[src/rtl/srfp_pkg.sv]
package srfp_pkg;

   localparam int NUM_SLAVES = 4;
   localparam int SEL_W = 2;
   localparam int WORD_W = 16;
   localparam int BYTE_W = 8;
   localparam int HDR_WORDS = 4;
   localparam int FIFO_DEPTH = 16;
   localparam int SEQ_W = 16;
   localparam int TS_W = 32;

   // header type word layout
   localparam logic [15:0] HDR_TYPE_BASE = 16'h0001;
   localparam int HDR_RAW_BIT = 1;

   // timestamp tick: one thousand cycles of a 100 ns reference clock
   localparam int REF_CLK_NS = 100;
   localparam int TICK_REF_CYCLES = 1000;
   localparam int TICK_TIME_NS = REF_CLK_NS * TICK_REF_CYCLES;
   localparam int CLK_PERIOD_PS = 4000;
   localparam int TICK_CYCLES = (TICK_TIME_NS * 1000) / CLK_PERIOD_PS;

   // reset values
   localparam logic [SEQ_W-1:0] SEQ_RESET = 16'h0000;
   localparam logic [TS_W-1:0] TS_RESET = 32'h0000_0000;

   // byte shifter states
   typedef enum logic [2:0]
   {
      SH_EMPTY = 3'b001,
      SH_LOW = 3'b010,
      SH_HIGH = 3'b100
   } srfp_shift_e;

endpackage

[src/rtl/srfp_fifo.sv]
`timescale 1ns/1ps
`default_nettype none
module srfp_fifo
#(
   parameter int WIDTH = 16,
   parameter int DEPTH = 16
)
(
   // clock and reset
   input wire logic clk,
   input wire logic sys_rst,
   // fill side
   input wire logic in_valid,
   output logic in_ready,
   input wire logic [WIDTH-1:0] in_data,
   // drain side
   output logic out_valid,
   input wire logic out_ready,
   output logic [WIDTH-1:0] out_data,
   // status
   output logic full,
   output logic empty
);

   localparam int AW = $clog2(DEPTH);
   localparam int CW = $clog2(DEPTH + 1);

   logic [WIDTH-1:0] mem [DEPTH];
   logic [AW-1:0] wr_ptr;
   logic [AW-1:0] rd_ptr;
   logic [CW-1:0] count;
   logic do_wr;
   logic do_rd;

   assign full = (count == CW'(DEPTH));
   assign empty = (count == '0);
   assign in_ready = ~full;
   assign out_valid = ~empty;
   assign out_data = mem[rd_ptr];
   assign do_wr = in_valid & ~full;
   assign do_rd = out_ready & ~empty;

   always_ff @(posedge clk)
   begin
      if (do_wr)
      begin
         mem[wr_ptr] <= in_data;
      end
   end

   always_ff @(posedge clk)
   begin
      if (sys_rst)
      begin
         wr_ptr <= '0;
         rd_ptr <= '0;
         count <= '0;
      end
      else
      begin
         if (do_wr)
         begin
            wr_ptr <= (wr_ptr == AW'(DEPTH - 1)) ? '0 : wr_ptr + AW'(1);
         end
         if (do_rd)
         begin
            rd_ptr <= (rd_ptr == AW'(DEPTH - 1)) ? '0 : rd_ptr + AW'(1);
         end
         if (do_wr && !do_rd)
         begin
            count <= count + CW'(1);
         end
         else if (do_rd && !do_wr)
         begin
            count <= count - CW'(1);
         end
      end
   end

endmodule
`default_nettype wire

[src/rtl/srfp_frame_packer.sv]
`timescale 1ns/1ps
`default_nettype none
module srfp_frame_packer
#(
   parameter int TICK_CYCLES = srfp_pkg::TICK_CYCLES,
   parameter int FIFO_DEPTH = srfp_pkg::FIFO_DEPTH
)
(
   // clock and reset
   input wire logic clk,
   input wire logic sys_rst,
   // slave fpgas
   input wire logic [srfp_pkg::NUM_SLAVES-1:0] slave_empty,
   input wire logic [srfp_pkg::NUM_SLAVES-1:0][srfp_pkg::WORD_W-1:0] slave_data,
   output logic [srfp_pkg::NUM_SLAVES-1:0] slave_read,
   // state generator controls
   input wire logic frame_start,
   input wire logic raw_mode,
   input wire logic [srfp_pkg::SEL_W-1:0] dump_slave,
   input wire logic scan_cmd,
   input wire logic scan_begin,
   // usb byte output
   input wire logic usb_room,
   output logic usb_write,
   output logic [srfp_pkg::BYTE_W-1:0] usb_data,
   output logic usb_flush,
   // status
   output logic frame_active,
   output logic buffer_empty,
   output logic [srfp_pkg::SEL_W-1:0] selected_slave,
   output logic [srfp_pkg::SEQ_W-1:0] scan_seq,
   output logic [srfp_pkg::TS_W-1:0] timestamp
);

   localparam int PS_W = $clog2(TICK_CYCLES);
   localparam int HC_W = $clog2(srfp_pkg::HDR_WORDS + 1);

   // selector
   logic [srfp_pkg::SEL_W-1:0] prio_sel;
   logic [srfp_pkg::SEL_W-1:0] sel;
   logic sel_empty;

   // frame delimiter
   logic start_q;
   logic start_rise;
   logic frame_end;
   logic next_frame;
   logic frame_open;

   // reader and data fifo
   logic read_strobe;
   logic [srfp_pkg::WORD_W-1:0] read_word;
   logic fifo_in_ready;
   logic fifo_out_valid;
   logic fifo_out_ready;
   logic [srfp_pkg::WORD_W-1:0] fifo_out_data;
   logic fifo_full;
   logic fifo_empty;

   // header register
   logic [srfp_pkg::WORD_W-1:0] hdr_word [srfp_pkg::HDR_WORDS];
   logic [HC_W-1:0] hdr_left;
   logic hdr_pop;

   // virtual output fifo
   logic vout_valid;
   logic vout_ready;
   logic [srfp_pkg::WORD_W-1:0] vout_data;

   // byte shifter
   srfp_pkg::srfp_shift_e sh_state;
   logic [srfp_pkg::WORD_W-1:0] sh_word;
   logic flush_pending;
   logic flush_due;

   // timestamp prescaler
   logic [PS_W-1:0] tick_cnt;
   logic tick;

   // slave selector: priority on inverted empties, overridden in raw mode
   always_comb
   begin
      prio_sel = '0;
      for (int i = 0; i < srfp_pkg::NUM_SLAVES; i++)
      begin
         if (!slave_empty[i])
         begin
            prio_sel = srfp_pkg::SEL_W'(i);
         end
      end
   end

   assign sel = raw_mode ? dump_slave : prio_sel;
   // in normal mode all slaves empty gives slave 0, whose empty is then high
   assign sel_empty = slave_empty[sel];
   assign selected_slave = sel;

   // frame delimiter
   assign start_rise = frame_start & ~start_q;
   assign buffer_empty = (hdr_left == '0) & fifo_empty & (sh_state == srfp_pkg::SH_EMPTY)
      & ~flush_pending;
   assign frame_end = sel_empty | fifo_full;

   always_comb
   begin
      if (frame_end)
      begin
         next_frame = 1'b0;
      end
      else if (start_rise && buffer_empty)
      begin
         next_frame = 1'b1;
      end
      else
      begin
         next_frame = frame_active;
      end
   end

   assign frame_open = next_frame & ~frame_active;

   always_ff @(posedge clk)
   begin
      if (sys_rst)
      begin
         start_q <= 1'b0;
      end
      else
      begin
         start_q <= frame_start;
      end
   end

   always_ff @(posedge clk)
   begin
      if (sys_rst)
      begin
         frame_active <= 1'b0;
      end
      else
      begin
         frame_active <= next_frame;
      end
   end

   // slave reader: strobe demux and data mux
   // slaves present their word combinationally; the strobe pops it
   assign read_strobe = frame_active & ~sel_empty & fifo_in_ready;

   always_comb
   begin
      slave_read = '0;
      slave_read[sel] = read_strobe;
   end

   assign read_word = slave_data[sel];

   srfp_fifo
   #(
      .WIDTH(srfp_pkg::WORD_W),
      .DEPTH(FIFO_DEPTH)
   )
   data_fifo
   (
      .clk(clk),
      .sys_rst(sys_rst),
      .in_valid(read_strobe),
      .in_ready(fifo_in_ready),
      .in_data(read_word),
      .out_valid(fifo_out_valid),
      .out_ready(fifo_out_ready),
      .out_data(fifo_out_data),
      .full(fifo_full),
      .empty(fifo_empty)
   );

   // header register: loads on frame rise, shifts out one word per pop
   assign hdr_pop = vout_ready & (hdr_left != '0);

   always_ff @(posedge clk)
   begin
      if (sys_rst)
      begin
         hdr_left <= '0;
      end
      else if (frame_open)
      begin
         hdr_left <= HC_W'(srfp_pkg::HDR_WORDS);
      end
      else if (hdr_pop)
      begin
         hdr_left <= hdr_left - HC_W'(1);
      end
   end

   always_ff @(posedge clk)
   begin
      if (sys_rst)
      begin
         for (int i = 0; i < srfp_pkg::HDR_WORDS; i++)
         begin
            hdr_word[i] <= '0;
         end
      end
      else if (frame_open)
      begin
         hdr_word[0] <= srfp_pkg::HDR_TYPE_BASE;
         hdr_word[0][srfp_pkg::HDR_RAW_BIT] <= raw_mode;
         hdr_word[1] <= scan_seq;
         hdr_word[2] <= timestamp[15:0];
         hdr_word[3] <= timestamp[31:16];
      end
      else if (hdr_pop)
      begin
         for (int i = 0; i < srfp_pkg::HDR_WORDS - 1; i++)
         begin
            hdr_word[i] <= hdr_word[i + 1];
         end
         hdr_word[srfp_pkg::HDR_WORDS - 1] <= '0;
      end
   end

   // virtual fifo: header words first, then buffered slave data
   assign vout_valid = (hdr_left != '0) | fifo_out_valid;
   assign vout_data = (hdr_left != '0) ? hdr_word[0] : fifo_out_data;
   assign vout_ready = (sh_state == srfp_pkg::SH_EMPTY) & vout_valid;
   assign fifo_out_ready = vout_ready & (hdr_left == '0);

   // byte shifter: low byte first, a load cycle per word, then one byte per cycle while usb has room
   always_ff @(posedge clk)
   begin
      if (sys_rst)
      begin
         sh_state <= srfp_pkg::SH_EMPTY;
         sh_word <= '0;
         usb_write <= 1'b0;
         usb_data <= '0;
      end
      else
      begin
         usb_write <= 1'b0;
         case (sh_state)
            srfp_pkg::SH_EMPTY:
            begin
               if (vout_ready)
               begin
                  sh_word <= vout_data;
                  sh_state <= srfp_pkg::SH_LOW;
               end
            end
            srfp_pkg::SH_LOW:
            begin
               if (usb_room)
               begin
                  usb_write <= 1'b1;
                  usb_data <= sh_word[7:0];
                  sh_state <= srfp_pkg::SH_HIGH;
               end
            end
            srfp_pkg::SH_HIGH:
            begin
               if (usb_room)
               begin
                  usb_write <= 1'b1;
                  usb_data <= sh_word[15:8];
                  sh_state <= srfp_pkg::SH_EMPTY;
               end
            end
            default:
            begin
               sh_state <= srfp_pkg::SH_EMPTY;
            end
         endcase
      end
   end

   // flush once per frame after the last byte has been written
   assign flush_due = flush_pending & ~frame_active & ~vout_valid
      & (sh_state == srfp_pkg::SH_EMPTY) & ~usb_write;

   always_ff @(posedge clk)
   begin
      if (sys_rst)
      begin
         flush_pending <= 1'b0;
      end
      else if (frame_open)
      begin
         flush_pending <= 1'b1;
      end
      else if (flush_due)
      begin
         flush_pending <= 1'b0;
      end
   end

   always_ff @(posedge clk)
   begin
      if (sys_rst)
      begin
         usb_flush <= 1'b0;
      end
      else
      begin
         usb_flush <= flush_due;
      end
   end

   // scan sequence counter
   always_ff @(posedge clk)
   begin
      if (sys_rst)
      begin
         scan_seq <= srfp_pkg::SEQ_RESET;
      end
      else if (scan_cmd)
      begin
         scan_seq <= scan_seq + srfp_pkg::SEQ_W'(1);
      end
   end

   // timestamp prescaler and counter
   assign tick = (tick_cnt == PS_W'(TICK_CYCLES - 1));

   always_ff @(posedge clk)
   begin
      if (sys_rst || scan_begin)
      begin
         tick_cnt <= '0;
      end
      else if (tick)
      begin
         tick_cnt <= '0;
      end
      else
      begin
         tick_cnt <= tick_cnt + PS_W'(1);
      end
   end

   always_ff @(posedge clk)
   begin
      if (sys_rst || scan_begin)
      begin
         timestamp <= srfp_pkg::TS_RESET;
      end
      else if (tick)
      begin
         timestamp <= timestamp + srfp_pkg::TS_W'(1);
      end
   end

endmodule
`default_nettype wire

[config.mk]
export PLATFORM = sky130hd
export DESIGN_NAME = srfp_frame_packer
export DESIGN_NICKNAME = d
export VERILOG_FILES = /design/src/rtl/srfp_pkg.sv /design/src/rtl/srfp_fifo.sv /design/src/rtl/srfp_frame_packer.sv
export SDC_FILE = /design/constraint.sdc
export NUM_CORES = 1
export LEC_CHECK = 0
export ABC_AREA = 1
export BUFFER_PORTS_ARGS = -buffer_cell sky130_fd_sc_hd__buf_2
export CORE_UTILIZATION = 50
export DETAILED_ROUTE_END_ITERATION = 10
export PLACE_DENSITY = 0.68
export SLEW_MARGIN = 20
export SYNTH_ARGS = -nofsm -noshare
export SYNTH_HDL_FRONTEND = slang
export SYNTH_SLANG_ARGS = --single-unit
[constraint.sdc]
create_clock -name clk -period 3.34 [get_ports clk]
set_clock_uncertainty 0.1 [all_clocks]
set_input_delay 0.167 -clock clk [delete_from_list [all_inputs] [get_ports clk]]
set_output_delay 0.167 -clock clk [all_outputs]
set_load 0.01 [all_outputs]
==> impl_metrics.yaml <==
yosys:
  synth_area_per_cell_um2: 10.0
  synth_flop_cell: "edfxtp_1"
  synth_warnings: 0
  synthesis.nets: 1960
  yosys-mux-area-fraction_pct: 0.427
  synth.cells.most_frequent: "edfxtp_1 (304), nor2_1 (287), nand2_1 (261)"
  synth_most_common_cell: "edfxtp_1"
  post_synth_instance_area_um2: 18800
  synth_cells: 1868
  yosys.area.top_type: "edfxtp_1"
  synth_compound_area_share_pct: 12.3
  synth_seq_cells: 435
  area_share_of_the_leading_cell_type_in_the_synthesized_netlist_pct: 48.7
  synth_cell_types: 46
  yosys-top-cells-area: "edfxtp_1 (49%), dfxtp_1 (14%), nor2_1 (5.7%), nand2_1 (5.2%), o21ai_0 (4.1%)"
  synth_fa_ha_area_share_pct: 1.04
  synthXorXnorAreaFrac_pct: 1.21
  ys_async_sr_fraction_pct: 0
  ys_seq_area_share_pct: 62.6
  synth_top_family_by_area: "simple AND/OR/NAND/NOR gates"
  synth_edf_count: 304
  synth-simple-area-share_pct: 17.5
floorplan:
  placement_rows: 70
  core_region_area_um2: 36800
  floorplan.die_area_um2: 38300
  die_width_um: 196
  start_util_pct: 51.0
  io_pins: 143
  fp.dieH_um: 196
timing:
  final.min_clock_period_ns: 3.06
  max_slew.worst_pin.slew_ns: 0.965
  setup_viol: 0
  slew_viol_final: 0
  final_min_period_over_clock_period_pct: 91.5
  tns_ns: 0
  relSlewSlack_pct: 35.6
  finalWorstSetupSlack_ns: 0.283
  unrepaired_setup_endpoints_after_global_routing: "false"
  clock.fmax_ghz: 0.327
  finalHoldViolCount: 0
placement:
  number_of_buffers_inserted_by_port_buffering: 142
  pre_cts_ws_ns: 0.153
  routabilityCongestion: 0.890
  detailedPlacementHpwl_um: 29600
cells_and_area:
  register_area_um2: 11800
  final_nets: 2104
  multi_input_area_um2: 6120
  total_of_fill_cells_in_the_finished_design: 3066
  antenna_cells_inserted: 0
  drive_gt1_share_pct: 14.1
  area_growth_syn_to_layout_pct: 14.9
global_routing:
  globalRoute.totalOverflow: 0
  groute.usage.overall_pct: 23.9
  global_route_wire_length_before_repair_um: 71800
  antenna_found_initial: 0
  grt_max_degree: 129
  first_global_vias: 13200
cts:
  tritoncts: "yes"
  cts.path.max_buffers: 3
  tritoncts.num_buffers: 44
  cts_sinks: 435
  ctsHtreeMaxLevel: 2
  worst_setup_hold_path_clk_slew_ns: 0.06
  clk-insertion-delay-late_ns: 0.55
  clock_root_buffer: "clkbuf_16"
power_and_ir_drop:
  p_int_uw: 10200
  combPwrFrac_pct: 19.6
  p_leak_uw: 0.00762
  max-vdd-ir-drop_uv: 457
  power_frac_seq_pct: 45.5
  p_clk_share_pct: 34.9
  p_sw_share_pct: 29.1
  power.net_switching_uw: 4180
  power_per_cell_area_nw_per_um2: 667
setup_path:
  startpoint_to_endpoint_class_of_the_critical_path: "input port to register"
  worst-path-max-fanout: 23
  setup.worst_path.end_class: "register"
  setup.worst_path.start_class: "input port"
  required_ns: 3.68
  worstPathArrival_ns: 3.40
route:
  via_count: 14100
  drt_first_pass_iters: 5
  drc_viols: 0
  drt_iter0_markers: 1235
  route.detailed.wl_per_inst_um: 18.0
  ant_nets: 0
  vias_per_cell: 5.61
  finalWirelength_um: 45400
min_path:
  worstHoldPathType: "input port to register"
run:
  timing.max_cap.violations: 0
status:
  outcome: "completed"
registers in the layout (all words and copies together) (netlist names), 5 cells and up, named ones only:
name	flops
usb_data	8
timestamp	32
hdr_word	64
data_fifo.count	5
sh_word	16
data_fifo.mem	256
scan_seq	16
tick_cnt	15
kinds of logic after synthesis:
| kind of cell | Yosys count |
|---|---|
| mux | 8 |
| xor+xnor | 26 |
| flops | 435 |
| fa+ha+maj | 15 |
| buf+inv | 215 |
| simple gates | 762 |
| compound gates | 407 |
repair_timing:
item | 4_1_cts | 5_1_grt
hold endpoints to repair | 16 | 0
setup buffers | 0 | 1
hold buffers | 6 | 0
resized for setup | 0 | 5
endpoints found under the setup margin | 0 | 2
final cells by class:
class / instances / area share [%]
tap: 468 / 2.72
multi-input combinational: 1218 / 28.4
inverter: 117 / 2.04
sequential: 435 / 54.6
timing repair buffer: 196 / 5.42
clock inverter: 22 / 1.25
clock buffer: 59 / 5.61
worst max-delay path: stages:
cell and delay, ns:
dlygate4sd3_1 0.54, buf_2 0.13, inv_2 0.12, or2_4 0.16
nand2_4 0.07, buf_4 0.21, nand3_1 0.09, nand3_1 0.12
nor2_4 0.15, nand2_2 0.07, inv_2 0.12, ha_1 0.21
inv_1 0.11, fa_1 0.40, a21o_1 0.17, a21oi_1 0.17
nor2_1 0.06, nor2_1 0.08, nand2_1 0.07, o21ai_1 0.12
a21oi_1 0.05
layout by cell type (no fill, tap or decap), types with 6 or more instances in the layout:
cell type,netlist,layout
a21oi_1,100,100
a22oi_1,33,33
a31oi_1,9,9
buf_2,30,142
buf_4,9,45
bufinv_16,0,6
clkbuf_1,48,11
clkbuf_16,0,45
clkinv_1,4,12
dfxtp_1,131,129
dlygate4sd3_1,0,6
edfxtp_1,304,304
ha_1,14,14
inv_1,107,106
inv_2,6,6
mux2i_1,8,8
nand2_1,261,261
nand3_1,115,115
nand4_1,30,30
nor2_1,287,287
nor3_1,37,36
o211ai_1,40,40
o21ai_0,155,154
o21ai_1,39,39
o22ai_1,9,9
o32ai_1,8,8
xnor2_1,7,7
xor2_1,19,19
layer usage:
layer	up-vias	GRT usage, %	wire length [um]
li1	6841	-	-
met1	6768	35.8	20900
met2	459	37.1	20800
met3	43	2.96	2960
met4	0	6.08	768
met5	-	0	0
power groups by stage:
stage,clock network (uW),logic [uW],registers (uW)
5_1_grt,5300,3160,6580
3_3_place_gp,0,2740,6650
2_1_floorplan,0,2000,6540
4_1_cts,5080,2800,6540
3_5_place_dp,0,2780,6650
6_report,5020,2820,6540
path summary, 6_finish.rpt:
| check | startpoint | to | slack [ns] | cells after the start |
|---|---|---|---|---|
| worst max register to register | hdr_left[0]$_SDFFE_PP0P_ | data_fifo.count[4]$_SDFFE_PP0P_ | 0.53 | 17 |
| worst max-delay path | raw_mode | data_fifo.count[4]$_SDFFE_PP0P_ | 0.28 | 21 |
| worst min register to register | tick_cnt[0]$_SDFF_PP0_ | tick_cnt[0]$_SDFF_PP0_ | 0.35 | 1 |
| worst min-delay path | slave_empty[0] | frame_active$_SDFF_PP0_ | 0.10 | 6 |
per-stage QoR:
stage	power, uW	util (%)	hold slack, ns	cells	area (um^2)
2_1_floorplan	8540	-	0.157	1868	18800
3_3_place_gp	9380	54.3	0.311	2427	20000
3_5_place_dp	9440	54.3	0.323	2427	20000
4_1_cts	14400	58.5	0.0789	2514	21500
5_1_grt	15000	58.6	0.118	2515	21600
6_report	14400	58.6	0.100	2515	21600
Note: power is estimated with default switching activity, not from simulation.
